### src/verilog/pmaddr_pkg.sv
package pmaddr_pkg;

  // ==========================================================================
  // Widths and vectors
  localparam int          PMADDR_PC_W      = 13;
  localparam int          PMADDR_IMPL_W    = 12;
  localparam int          PMADDR_WORD_W    = 14;
  localparam int          PMADDR_DEPTH     = 4096;
  localparam int          PMADDR_STACK_N   = 8;
  localparam int          PMADDR_SP_W      = 3;
  localparam int          PMADDR_LIT_W     = 8;
  localparam logic [12:0] PMADDR_RESET_VEC = 13'h0000;
  localparam logic [12:0] PMADDR_INT_VEC   = 13'h0004;
  localparam logic [12:0] PMADDR_STEP      = 13'h0001;
  localparam logic [2:0]  PMADDR_SP_ONE    = 3'h1;

  // ==========================================================================
  // Control carried from the core
  typedef enum logic [2:0] {
    PMADDR_OP_HOLD = 3'b000,
    PMADDR_OP_NEXT = 3'b001,
    PMADDR_OP_JUMP = 3'b010,
    PMADDR_OP_CALL = 3'b011,
    PMADDR_OP_RET  = 3'b100,
    PMADDR_OP_RETL = 3'b101
  } pmaddr_op_t;

  typedef struct packed {
    pmaddr_op_t  op;
    logic        irq_take;
    logic [12:0] target;
    logic [7:0]  literal;
  } pmaddr_ctrl_t;

  typedef struct packed {
    logic        rd_en;
    logic [12:0] addr;
  } pmaddr_drd_t;

endpackage

### src/verilog/pmaddr_stack.sv
`timescale 1ns/1ps
module pmaddr_stack
  import pmaddr_pkg::*;
(
  input  wire logic                   clk_i,
  input  wire logic                   rst_n_i,
  input  wire logic                   push_i,
  input  wire logic                   pop_i,
  input  wire logic [PMADDR_PC_W-1:0] push_data_i,
  output logic      [PMADDR_PC_W-1:0] top_o
);

  // ==========================================================================
  // Circular return stack
  // Overflow wraps and overwrites the oldest entry, as a real core does.
  logic [PMADDR_PC_W-1:0] mem_q [PMADDR_STACK_N];
  logic [PMADDR_SP_W-1:0] sp_q;
  wire  [PMADDR_SP_W-1:0] sp_up = sp_q + PMADDR_SP_ONE;
  wire  [PMADDR_SP_W-1:0] sp_dn = sp_q - PMADDR_SP_ONE;

  assign top_o = mem_q[sp_dn];

  always_ff @(posedge clk_i) begin
    if (!rst_n_i) begin
      sp_q <= '0;
    end else if (push_i) begin
      mem_q[sp_q] <= push_data_i;
      sp_q        <= sp_up;
    end else if (pop_i) begin
      sp_q <= sp_dn;
    end
  end

endmodule

### src/verilog/pmaddr_top.sv
`timescale 1ns/1ps
module pmaddr_top
  import pmaddr_pkg::*;
(
  input  wire logic                     CLK_SYS_I,
  input  wire logic                     RSTN_I,
  input  wire pmaddr_ctrl_t             CTRL_I,
  input  wire pmaddr_drd_t              DATA_RD_I,
  input  wire logic [PMADDR_WORD_W-1:0] PROG_WORD_I,
  output logic      [PMADDR_IMPL_W-1:0] PROG_ADDR_O,
  output logic      [PMADDR_PC_W-1:0]   INSTR_PTR_O,
  output logic      [PMADDR_WORD_W-1:0] INSTR_O,
  output logic                          INSTR_VALID_O,
  output logic      [PMADDR_WORD_W-1:0] DATA_WORD_O,
  output logic                          DATA_VALID_O,
  output logic      [PMADDR_LIT_W-1:0]  WREG_LIT_O,
  output logic                          WREG_LIT_VALID_O
);

  // ==========================================================================
  // Instruction pointer next value
  // thirteen-bit pointer
  logic [PMADDR_PC_W-1:0] instruction_pointer_q;
  logic [PMADDR_PC_W-1:0] instruction_pointer_d;
  logic [PMADDR_PC_W-1:0] stack_top;
  logic                   fetch_q;
  logic                   data_phase_q;

  wire pmaddr_op_t op      = CTRL_I.op;
  wire logic       irq     = CTRL_I.irq_take;
  wire [PMADDR_PC_W-1:0] seq_addr = instruction_pointer_q + PMADDR_STEP;

  // ==========================================================================
  // Operation decode
  // An interrupt wins over whatever operation the core asked for in that cycle.
  wire op_call = !irq && (op == PMADDR_OP_CALL);
  wire op_ret  = !irq && (op == PMADDR_OP_RET);
  wire op_retl = !irq && (op == PMADDR_OP_RETL);
  wire do_push = irq | op_call;
  wire do_pop  = op_ret | op_retl;
  // The return address for an interrupt is the instruction not yet run.
  wire [PMADDR_PC_W-1:0] push_addr = irq ? instruction_pointer_q : seq_addr;
  // A data read steals the memory port for one cycle; that cycle's fetch is dropped, not delayed.
  wire data_rd = DATA_RD_I.rd_en;

  always_comb begin
    instruction_pointer_d = instruction_pointer_q;
    if (irq) begin
      instruction_pointer_d = PMADDR_INT_VEC;
    end else begin
      case (op)
        PMADDR_OP_HOLD: begin
          instruction_pointer_d = instruction_pointer_q;
        end
        PMADDR_OP_NEXT: begin
          instruction_pointer_d = seq_addr;
        end
        PMADDR_OP_JUMP: begin
          instruction_pointer_d = CTRL_I.target;
        end
        PMADDR_OP_CALL: begin
          instruction_pointer_d = CTRL_I.target;
        end
        PMADDR_OP_RET: begin
          instruction_pointer_d = stack_top;
        end
        PMADDR_OP_RETL: begin
          instruction_pointer_d = stack_top;
        end
        default: begin
          instruction_pointer_d = instruction_pointer_q;
        end
      endcase
    end
  end

  // ==========================================================================
  // Return stack
  // A ninth nested call overwrites the oldest return address without warning,
  // so software must keep its nesting within eight levels.
  pmaddr_stack u_stack (
    .clk_i       (CLK_SYS_I),
    .rst_n_i     (RSTN_I),
    .push_i      (do_push),
    .pop_i       (do_pop),
    .push_data_i (push_addr),
    .top_o       (stack_top)
  );

  // ==========================================================================
  // Memory address fold
  // drop top bit
  wire [PMADDR_IMPL_W-1:0] fetch_addr = instruction_pointer_q[PMADDR_IMPL_W-1:0];
  wire [PMADDR_IMPL_W-1:0] data_addr  = DATA_RD_I.addr[PMADDR_IMPL_W-1:0];
  assign PROG_ADDR_O = data_rd ? data_addr : fetch_addr;
  assign INSTR_PTR_O = instruction_pointer_q;

  // ==========================================================================
  // Capture decode
  // A fetch slot is lost whenever a data read borrows the memory port.
  wire fetch_slot = !data_rd;
  wire lit_take   = op_retl;

  // ==========================================================================
  // Instruction pointer register
  always_ff @(posedge CLK_SYS_I) begin
    if (!RSTN_I) begin
      instruction_pointer_q <= PMADDR_RESET_VEC;
    end else begin
      instruction_pointer_q <= instruction_pointer_d;
    end
  end

  // ==========================================================================
  // Memory phase tracking
  // The word comes back one edge after its address, so the kind of access
  // is remembered for exactly that one cycle.
  always_ff @(posedge CLK_SYS_I) begin
    if (!RSTN_I) begin
      fetch_q <= 1'b0;
    end else begin
      fetch_q <= fetch_slot;
    end
  end

  always_ff @(posedge CLK_SYS_I) begin
    if (!RSTN_I) begin
      data_phase_q <= 1'b0;
    end else begin
      data_phase_q <= data_rd;
    end
  end

  // ==========================================================================
  // Instruction capture
  // fourteen-bit word
  always_ff @(posedge CLK_SYS_I) begin
    if (!RSTN_I) begin
      INSTR_VALID_O <= 1'b0;
    end else begin
      INSTR_VALID_O <= fetch_q;
    end
  end

  always_ff @(posedge CLK_SYS_I) begin
    if (!RSTN_I) begin
      INSTR_O <= '0;
    end else if (fetch_q) begin
      INSTR_O <= PROG_WORD_I;
    end
  end

  // ==========================================================================
  // Indirect data capture
  // indirect data
  always_ff @(posedge CLK_SYS_I) begin
    if (!RSTN_I) begin
      DATA_VALID_O <= 1'b0;
    end else begin
      DATA_VALID_O <= data_phase_q;
    end
  end

  always_ff @(posedge CLK_SYS_I) begin
    if (!RSTN_I) begin
      DATA_WORD_O <= '0;
    end else if (data_phase_q) begin
      DATA_WORD_O <= PROG_WORD_I;
    end
  end

  // ==========================================================================
  // Literal capture
  // The literal travels with the return itself, so no memory cycle is spent.
  always_ff @(posedge CLK_SYS_I) begin
    if (!RSTN_I) begin
      WREG_LIT_VALID_O <= 1'b0;
    end else begin
      WREG_LIT_VALID_O <= lit_take;
    end
  end

  always_ff @(posedge CLK_SYS_I) begin
    if (!RSTN_I) begin
      WREG_LIT_O <= '0;
    end else if (lit_take) begin
      WREG_LIT_O <= CTRL_I.literal;
    end
  end

endmodule

### config.mk
export PLATFORM = sky130hd
export DESIGN_NAME = pmaddr_top
export DESIGN_NICKNAME = d
export VERILOG_FILES = /design/src/verilog/pmaddr_pkg.sv /design/src/verilog/pmaddr_stack.sv /design/src/verilog/pmaddr_top.sv
export SDC_FILE = /design/constraint.sdc
export NUM_CORES = 1
export LEC_CHECK = 0
export ABC_AREA = 1
export BUFFER_PORTS_ARGS = -buffer_cell sky130_fd_sc_hd__buf_4
export CAP_MARGIN = 20
export CORE_MARGIN = 8
export CORE_UTILIZATION = 52
export CTS_BUF_LIST = sky130_fd_sc_hd__clkbuf_4 sky130_fd_sc_hd__clkbuf_8
export DETAILED_ROUTE_END_ITERATION = 16
export PLACE_DENSITY = 0.82
export REMOVE_ABC_BUFFERS = 1
export SYNTH_ARGS = -nofsm -noshare
export SYNTH_HDL_FRONTEND = slang
export SYNTH_SLANG_ARGS = --single-unit
### constraint.sdc
create_clock -name CLK_SYS_I -period 1.8 [get_ports CLK_SYS_I]
set_input_delay 0.36 -clock CLK_SYS_I [delete_from_list [all_inputs] [get_ports CLK_SYS_I]]
set_output_delay 0.36 -clock CLK_SYS_I [all_outputs]
set_load 0.02 [all_outputs]
==> results of run 1 <==
what timing repair did:
action / CTS / global route
setup buffers: 0 / 0
gates resized for setup: 8 / 19
setup endpoints to repair: 51 / 95
flip-flops by register name, summed over array words and instances, names as in the netlist:
name / flops
DATA_VALID_O: 1
DATA_WORD_O: 14
INSTR_O: 14
INSTR_PTR_O: 13
INSTR_VALID_O: 1
WREG_LIT_O: 8
WREG_LIT_VALID_O: 1
data_phase_q: 1
fetch_q: 1
u_stack.mem_q: 104
u_stack.sp_q: 3
cell usage in the layout, fill, tap and decap left out, types with 4 or more instances in the layout:
cell type | Yosys | layout
a21oi_1 | 17 | 17
inv_6 | 0 | 5
buf_4 | 4 | 175
clkbuf_8 | 0 | 17
o22ai_1 | 7 | 7
buf_12 | 0 | 4
inv_1 | 46 | 45
nor2_1 | 171 | 171
o21ai_0 | 117 | 110
dfxtp_1 | 57 | 54
nand2_1 | 122 | 122
o21ai_1 | 3 | 7
edfxtp_1 | 104 | 104
nand3_1 | 31 | 30
bufinv_16 | 0 | 4
inv_4 | 1 | 5
nor3_1 | 6 | 4
xor2_1 | 7 | 7
o21ai_2 | 1 | 4
logic make-up after synthesis:
group,Yosys count,synth area share
compound gates,149,0.112
xor+xnor,10,0.0127
fa+ha+maj,3,0.00546
buf+inv,83,0.0504
flops,161,0.620
simple gates,341,0.200
cell usage after synthesis:
master | number | area [um^2]
nand3b_1 | 1 | 7.51
o21ai_2 | 1 | 8.76
o211ai_1 | 1 | 7.51
nand2_1 | 122 | 458
inv_1 | 46 | 173
buf_2 | 7 | 35.0
nand2_2 | 3 | 18.8
nor3_1 | 6 | 30.0
clkinv_1 | 1 | 3.75
nor2_2 | 2 | 12.5
buf_4 | 4 | 30.0
a211oi_1 | 2 | 15.0
nand3_1 | 31 | 155
xor2_1 | 7 | 61.3
nor2_1 | 171 | 642
ha_1 | 3 | 37.5
inv_4 | 1 | 6.26
buf_6 | 1 | 11.3
edfxtp_1 | 104 | 3120
nor3_4 | 2 | 32.5
o22ai_1 | 7 | 43.8
clkbuf_1 | 20 | 75.1
nand4_1 | 3 | 18.8
o21ai_0 | 117 | 586
inv_2 | 2 | 7.51
a21oi_1 | 17 | 85.1
a31oi_1 | 1 | 6.26
clkinv_2 | 1 | 5.00
xnor2_1 | 3 | 26.3
o21ai_1 | 3 | 15.0
dfxtp_1 | 57 | 1140
metrics by stage:
step / cell area, um^2 / power [uW] / hold WS [ns]
global route: 8880 / 8850 / 0.115
finish: 8880 / 8520 / 0.130
CTS: 8810 / 8500 / 0.109
global placement: 8360 / 5590 / 0.477
floorplan: 6730 / 4930 / 0.432
detailed placement: 8360 / 5630 / 0.484
worst paths after layout:
kind	start	end
worst max-delay path	INSTR_PTR_O[8]$_SDFFE_PP0P_	PROG_ADDR_O[8]
worst min-delay path	CTRL_I[5]	WREG_LIT_O[5]$_SDFFE_PN0P_
worst max register to register	INSTR_PTR_O[0]$_SDFFE_PP0P_	u_stack.mem_q[2][7]$_DFFE_PP_
worst min register to register	INSTR_O[2]$_SDFFE_PN0P_	INSTR_O[2]$_SDFFE_PN0P_
worst max-delay path: stages (launching register included):
cell and delay, ns:
dfxtp_1 0.45, inv_1 0.12, o21ai_0 0.17, buf_4 0.17
final cells by class:
type	count	area share
clock buffer	17	0.0264
clock inverter	15	0.0227
inverter	51	0.0223
multi-input combinational	503	0.262
sequential	161	0.481
tap	176	0.0248
timing repair buffer	182	0.161
routing by layer:
metal / routed length (um) / vias to the layer above
li1: - / 2842
met1: 7170 / 2727
met2: 9260 / 248
met3: 1450 / 36
met4: 406 / 0
met5: 0 / -
power by group through the flow:
stage | Combinational, uW | Clock (uW) | Sequential, uW
after floorplan | 614 | 0 | 4320
after global placement | 1370 | 0 | 4210
after detailed placement | 1410 | 0 | 4220
after CTS | 1430 | 2940 | 4130
after global routing | 1600 | 3100 | 4150
final | 1470 | 2920 | 4140
==> flow_metrics.py, run 1 <==
metrics = {
    "outcome": {
        "status": "complete, no violations",
    },
    "global_routing": {
        "grt_pass1_vias": 5601,
        "grt_use_met1": 0.252,
        "grtUsageMet2": 0.359,
        "grt_max_degree": 59,
        "met3_usage": 0.0552,
        "grt_pass1_wl_mm": 27.8,
        "grt-busiest-layer": "met2",
        "overflow": 0,
        "antenna_found_initial": 0,
        "grtUsageTotal": 0.213,
    },
    "power": {
        "p_leak_uw": 0.00378,
        "seqPwrFrac": 0.486,
        "p_clk_frac": 0.342,
        "p_sw_uw": 2340,
        "p_per_area_mw_per_mm2": 960,
        "p_sw_frac": 0.274,
        "pwr-share-comb": 0.173,
        "ir_drop_mv": 0.654,
        "power.internal_uw": 6190,
    },
    "clock_network": {
        "cts_buffers": 17,
        "cts_tree": "done",
        "insertion_delay_ns": 0.46,
        "numClockSinks": 161,
        "hold_buffers": 0,
        "path_clk_slew_ns": 0.09,
        "htree_levels": 4,
        "cts_max_path_buffers": 2,
        "cts_root_buffer": "clkbuf_8",
    },
    "floorplan": {
        "ios": 119,
        "die_area_mm2": 0.0172,
        "rows": 42,
        "coreArea_mm2": 0.0131,
        "die_x_um": 131,
        "fp.dieH_um": 131,
        "initial_utilization": 0.526,
    },
    "setup_path": {
        "ff2ff_setup_slack_ns": 0.12,
        "critical_path_arrival_ns": 1.37,
        "cp-end-kind": "output port",
        "crit_required_ns": 1.44,
        "path_class": "reg2out",
        "rr_worst_depth": 9,
        "critPathLaunchType": "flop",
        "crit_path_max_fanout": 5,
    },
    "cells_and_area": {
        "antenna_cells": 0,
        "multi_input_area_mm2": 0.00233,
        "fin_util": 0.679,
        "syn2layout_area_growth_pct": 29.1,
        "final_nets": 974,
        "final_cells": 1105,
        "drive_above_1_share": 0.256,
        "register_area_mm2": 0.00427,
        "fillers": 969,
    },
    "drt": {
        "detail_route.wl_per_cell_um": 16.5,
        "detail_route.vias_per_cell": 5.30,
        "ant_nets": 0,
        "drt-initial-drc-count": 553,
        "drc": 0,
        "wirelength_mm": 18.3,
        "dr_total_vias": 5853,
        "firstDrtPassIters": 5,
    },
    "synthesis": {
        "ys_ff_latch": 161,
        "postSynthAreaPerCell_um2": 9.21,
        "yosysSeqAreaShare": 0.620,
        "yosysUniqueCellTypes": 31,
        "syn-cell-area_mm2": 0.00688,
        "ys_warn_count": 0,
        "syn_inst": 747,
    },
    "hold_path": {
        "holdPathStages": 3,
        "hp-class": "in2reg",
    },
    "sta": {
        "timing.slew.headroom": 0.454,
        "rsz0062_at_grt": "no",
        "period_minus_slack_ns": 1.73,
        "tightest_slew_ns": 0.810,
        "worst_slack_ns": 0.0742,
        "finalSetupTns_ns": 0,
        "fmax_mhz": 579,
        "finalSetupViolCount": 0,
        "hold_viol_final": 0,
        "slew_viol_final": 0,
        "fin_skew_ns": 0.0109,
        "fin_crit_sh": 0.959,
    },
    "place": {
        "place_inst": 1073,
        "portBuffers": 117,
        "gp_congestion": 0.849,
        "dp_slack_ns": -0.275,
        "dp_hpwl_mm": 12.8,
    },
    "run": {
        "maxCapViolCount": 0,
    },
}
Power figures use the tool's default switching activity.
==> inputs of run 2 (changes only) <==
--- a/config.mk
+++ b/config.mk
@@ -5,7 +5,6 @@
 export SDC_FILE = /design/constraint.sdc
 export NUM_CORES = 1
 export LEC_CHECK = 0
-export ABC_AREA = 1
 export BUFFER_PORTS_ARGS = -buffer_cell sky130_fd_sc_hd__buf_4
 export CAP_MARGIN = 20
 export CORE_MARGIN = 8
==> run 2 against run 1 <==
Compared with the run above:
- the run now ends with negative setup slack left
- synthesized cell count shrank 30%
- hold slack gained 0.037 ns
- total power grew 5.5%
- non-clock buffer count grew 16
==> flow_metrics.py, run 2 <==
metrics = {
    "outcome": {
        "status": "finished, violations left",
        "violations": "negative setup slack",
    },
    "sta": {
        "finalSetupViolCount": 11,
        "rsz0062_at_grt": "yes",
        "tightest_slew_ns": 0.653,
        "hold_viol_final": 0,
        "slew_viol_final": 0,
        "whs_ns": 0.168,
        "period_minus_slack_ns": 1.93,
        "fin_skew_ns": 0.0112,
        "timing.slew.headroom": 0.560,
        "worst_slack_ns": -0.128,
        "fmax_mhz": 519,
        "fin_crit_sh": 1.07,
    },
    "cells_and_area": {
        "fin_util": 0.697,
        "antenna_cells": 0,
        "layout_commonest_cell": "buf_4",
        "reg_top3": "u_stack.mem_q: 104 flops, DATA_WORD_O: 14 flops, INSTR_O: 14 flops",
        "largest_register_ffs": 104,
        "final_cell_mix": "buf_4, edfxtp_1, dfxtp_1",
        "drive_above_1_share": 0.401,
        "final_nets": 763,
        "top_register": "u_stack.mem_q",
        "syn2layout_area_growth_pct": 31.7,
        "fillers": 913,
        "postLayoutCellArea_mm2": 0.00915,
    },
    "hold_path": {
        "holdPathStages": 3,
        "worstHoldStart": "CTRL_I[6]",
        "hp-class": "in2reg",
        "min_to": "WREG_LIT_O[6]$_SDFFE_PN0P_",
    },
    "run": {
        "maxCapViolCount": 0,
    },
    "drt": {
        "detail_route.vias_per_cell": 5.74,
        "dr_total_vias": 5132,
        "wirelength_mm": 19.0,
        "firstDrtPassIters": 5,
        "drc": 0,
        "ant_nets": 0,
        "drt-initial-drc-count": 582,
        "detail_route.wl_per_cell_um": 21.3,
    },
    "floorplan": {
        "coreArea_mm2": 0.0131,
        "ios": 119,
        "initial_utilization": 0.529,
        "die_area_mm2": 0.0173,
        "die_x_um": 132,
        "rows": 42,
        "fp.dieH_um": 132,
    },
    "place": {
        "dp_hpwl_mm": 13.4,
        "gp_congestion": 0.987,
        "placed_cell_area_mm2": 0.00849,
        "portBuffers": 117,
    },
    "power": {
        "p_leak_uw": 0.00359,
        "p_clk_frac": 0.355,
        "p_sw_uw": 2250,
        "seqPwrFrac": 0.459,
        "power.internal_uw": 6740,
        "pwr-share-comb": 0.185,
        "finalPower_uw": 8990,
        "p_sw_frac": 0.250,
        "p_per_area_mw_per_mm2": 983,
        "ir_drop_mv": 0.540,
    },
    "setup_path": {
        "r2r_end": "INSTR_PTR_O[7]$_SDFFE_PP0P_",
        "crit_required_ns": 2.12,
        "crit_path_start": "u_stack.sp_q[0]$_SDFFE_PN0P_",
        "cp.buffers_inverters": 1,
        "ff2ff_setup_slack_ns": -0.13,
        "worstReg2RegStart": "u_stack.sp_q[0]$_SDFFE_PN0P_",
        "critical_path_arrival_ns": 2.25,
        "slowest_stage": "mux4_2",
        "path_class": "reg2reg",
        "crit_family": "multiplexers",
        "crit_chain": "inv_4 > ha_4 > xor2_4 > mux4_2 > mux2_4 > nand2_2 > a41oi_2",
        "max_stage_delay_ns": 0.54,
        "cp-end-kind": "flop",
        "critPathLaunchType": "flop",
        "rr_worst_depth": 7,
        "crit_path_max_fanout": 4,
    },
    "synthesis": {
        "ys_warn_count": 0,
        "synth-simple-area-share": 0.112,
        "synth_ff_type": "edfxtp_1",
        "synth-compound-area-share": 0.0659,
        "async_reset_ff_frac": 0,
        "synth_adder_area_share": 0.00540,
        "synth_top_area_share": 0.449,
        "yosysMostFrequentCell": "edfxtp_1",
        "synth_top_family_by_area": "multiplexers",
        "yosysUniqueCellTypes": 51,
        "muxShareOfSynthArea": 0.146,
        "ys_ff_latch": 161,
        "synth_xor_xnor_area_share": 0.0317,
        "synthTopCellsByCount": "edfxtp_1, dfxtp_1, nand2_1, mux2i_1, nor2b_1",
        "synth_top_area_cell": "edfxtp_1",
        "synth_edf_count": 104,
        "yosys-top-cells-area": "edfxtp_1, dfxtp_1, mux2i_1",
        "syn_inst": 525,
        "yosysSeqAreaShare": 0.614,
        "postSynthAreaPerCell_um2": 13.2,
        "syn-cell-area_mm2": 0.00695,
    },
    "clock_network": {
        "hold_buffers": 0,
        "cts_buffers": 17,
        "cts_tree": "done",
        "cts_max_path_buffers": 2,
        "htree_levels": 4,
        "numClockSinks": 161,
        "insertion_delay_ns": 0.46,
        "path_clk_slew_ns": 0.08,
        "cts_root_buffer": "clkbuf_8",
    },
    "global_routing": {
        "grt_pass1_vias": 5300,
        "grt_pass1_wl_mm": 29.2,
        "grtUsageTotal": 0.218,
        "overflow": 0,
        "antenna_found_initial": 0,
        "grt_max_degree": 44,
    },
}
## run 2: cell types whose count changed after synthesis, sizes merged, moves of 36 or more
cell	delta
nor2b	+36
inv	-46
o21ai	-103
mux2i	+36
nor2	-149
nand2	-75
## run 2: worst max-delay path by stage
stage,endpoint,slack (ns),cells after the start
after floorplan,INSTR_PTR_O[7]$_SDFFE_PP0P_,-1.67,7
after global placement,INSTR_PTR_O[10]$_SDFFE_PP0P_,-0.24,8
after detailed placement,INSTR_PTR_O[7]$_SDFFE_PP0P_,-0.31,7
after CTS,INSTR_PTR_O[7]$_SDFFE_PP0P_,-0.15,7
after global routing,INSTR_PTR_O[2]$_SDFFE_PN0P_,-0.21,5
final,INSTR_PTR_O[7]$_SDFFE_PP0P_,-0.13,7
## run 2: cell type report
cell class                      count  area (um^2)  share of cell area
Timing Repair Buffer              198         1510               0.165
Tap cell                          176          220              0.0241
Clock buffer                       19          262              0.0286
Inverter                            4         17.5             0.00191
Multi-Input combinational cell    323         2640               0.288
Sequential cell                   161         4270               0.467
Clock inverter                     13          229              0.0250
## run 2: kinds of logic after synthesis
| logic type | count (synthesis) |
|---|---|
| AO/OA/AOI/OAI | 71 |
| XOR/XNOR | 23 |
| adder cells (fa/ha/maj) | 3 |
| buffers and inverters | 41 |
| flip-flops | 161 |
| multiplexers | 70 |
| AND/OR/NAND/NOR | 156 |
## run 2: what timing repair did
item	4_1_cts	5_1_grt
pin swaps	5	6
gates resized for setup	23	21
setup endpoints to repair	50	122
endpoints found under the hold margin	0	0
buffers inserted	3	3
## run 2: layer usage
metal / track usage / wire length (um) / vias up / part of all wire
met4: 0.0957 / 501 / 0 / 0.026
met2: 0.337 / 8750 / 338 / 0.46
met5: 0 / 0 / - / 0
li1: - / - / 2287 / -
met1: 0.278 / 7680 / 2458 / 0.40
met3: 0.0655 / 2090 / 49 / 0.11
## run 2: tightest hold or removal path, stage by stage
cell and delay (ns):
buf_4 0.11, nand2_1 0.04, a21boi_0 0.06
## run 2: per-stage QoR
step | setup WS, ns | cells | setup TNS (ns)
2_1_floorplan | -1.67 | 488 | -86.57
3_3_place_gp | -0.242 | 858 | -4.70
3_5_place_dp | -0.307 | 858 | -10.72
4_1_cts | -0.154 | 892 | -0.650
5_1_grt | -0.214 | 894 | -7.25
6_report | -0.128 | 894 | -0.651
## run 2: power groups by stage
stage	Sequential [uW]	Clock, uW	Combinational (uW)
floorplan	4320	0	728
global placement	4200	0	1520
detailed placement	4210	0	1570
CTS	4130	3240	1640
global route	4140	3370	1780
finish	4130	3190	1670
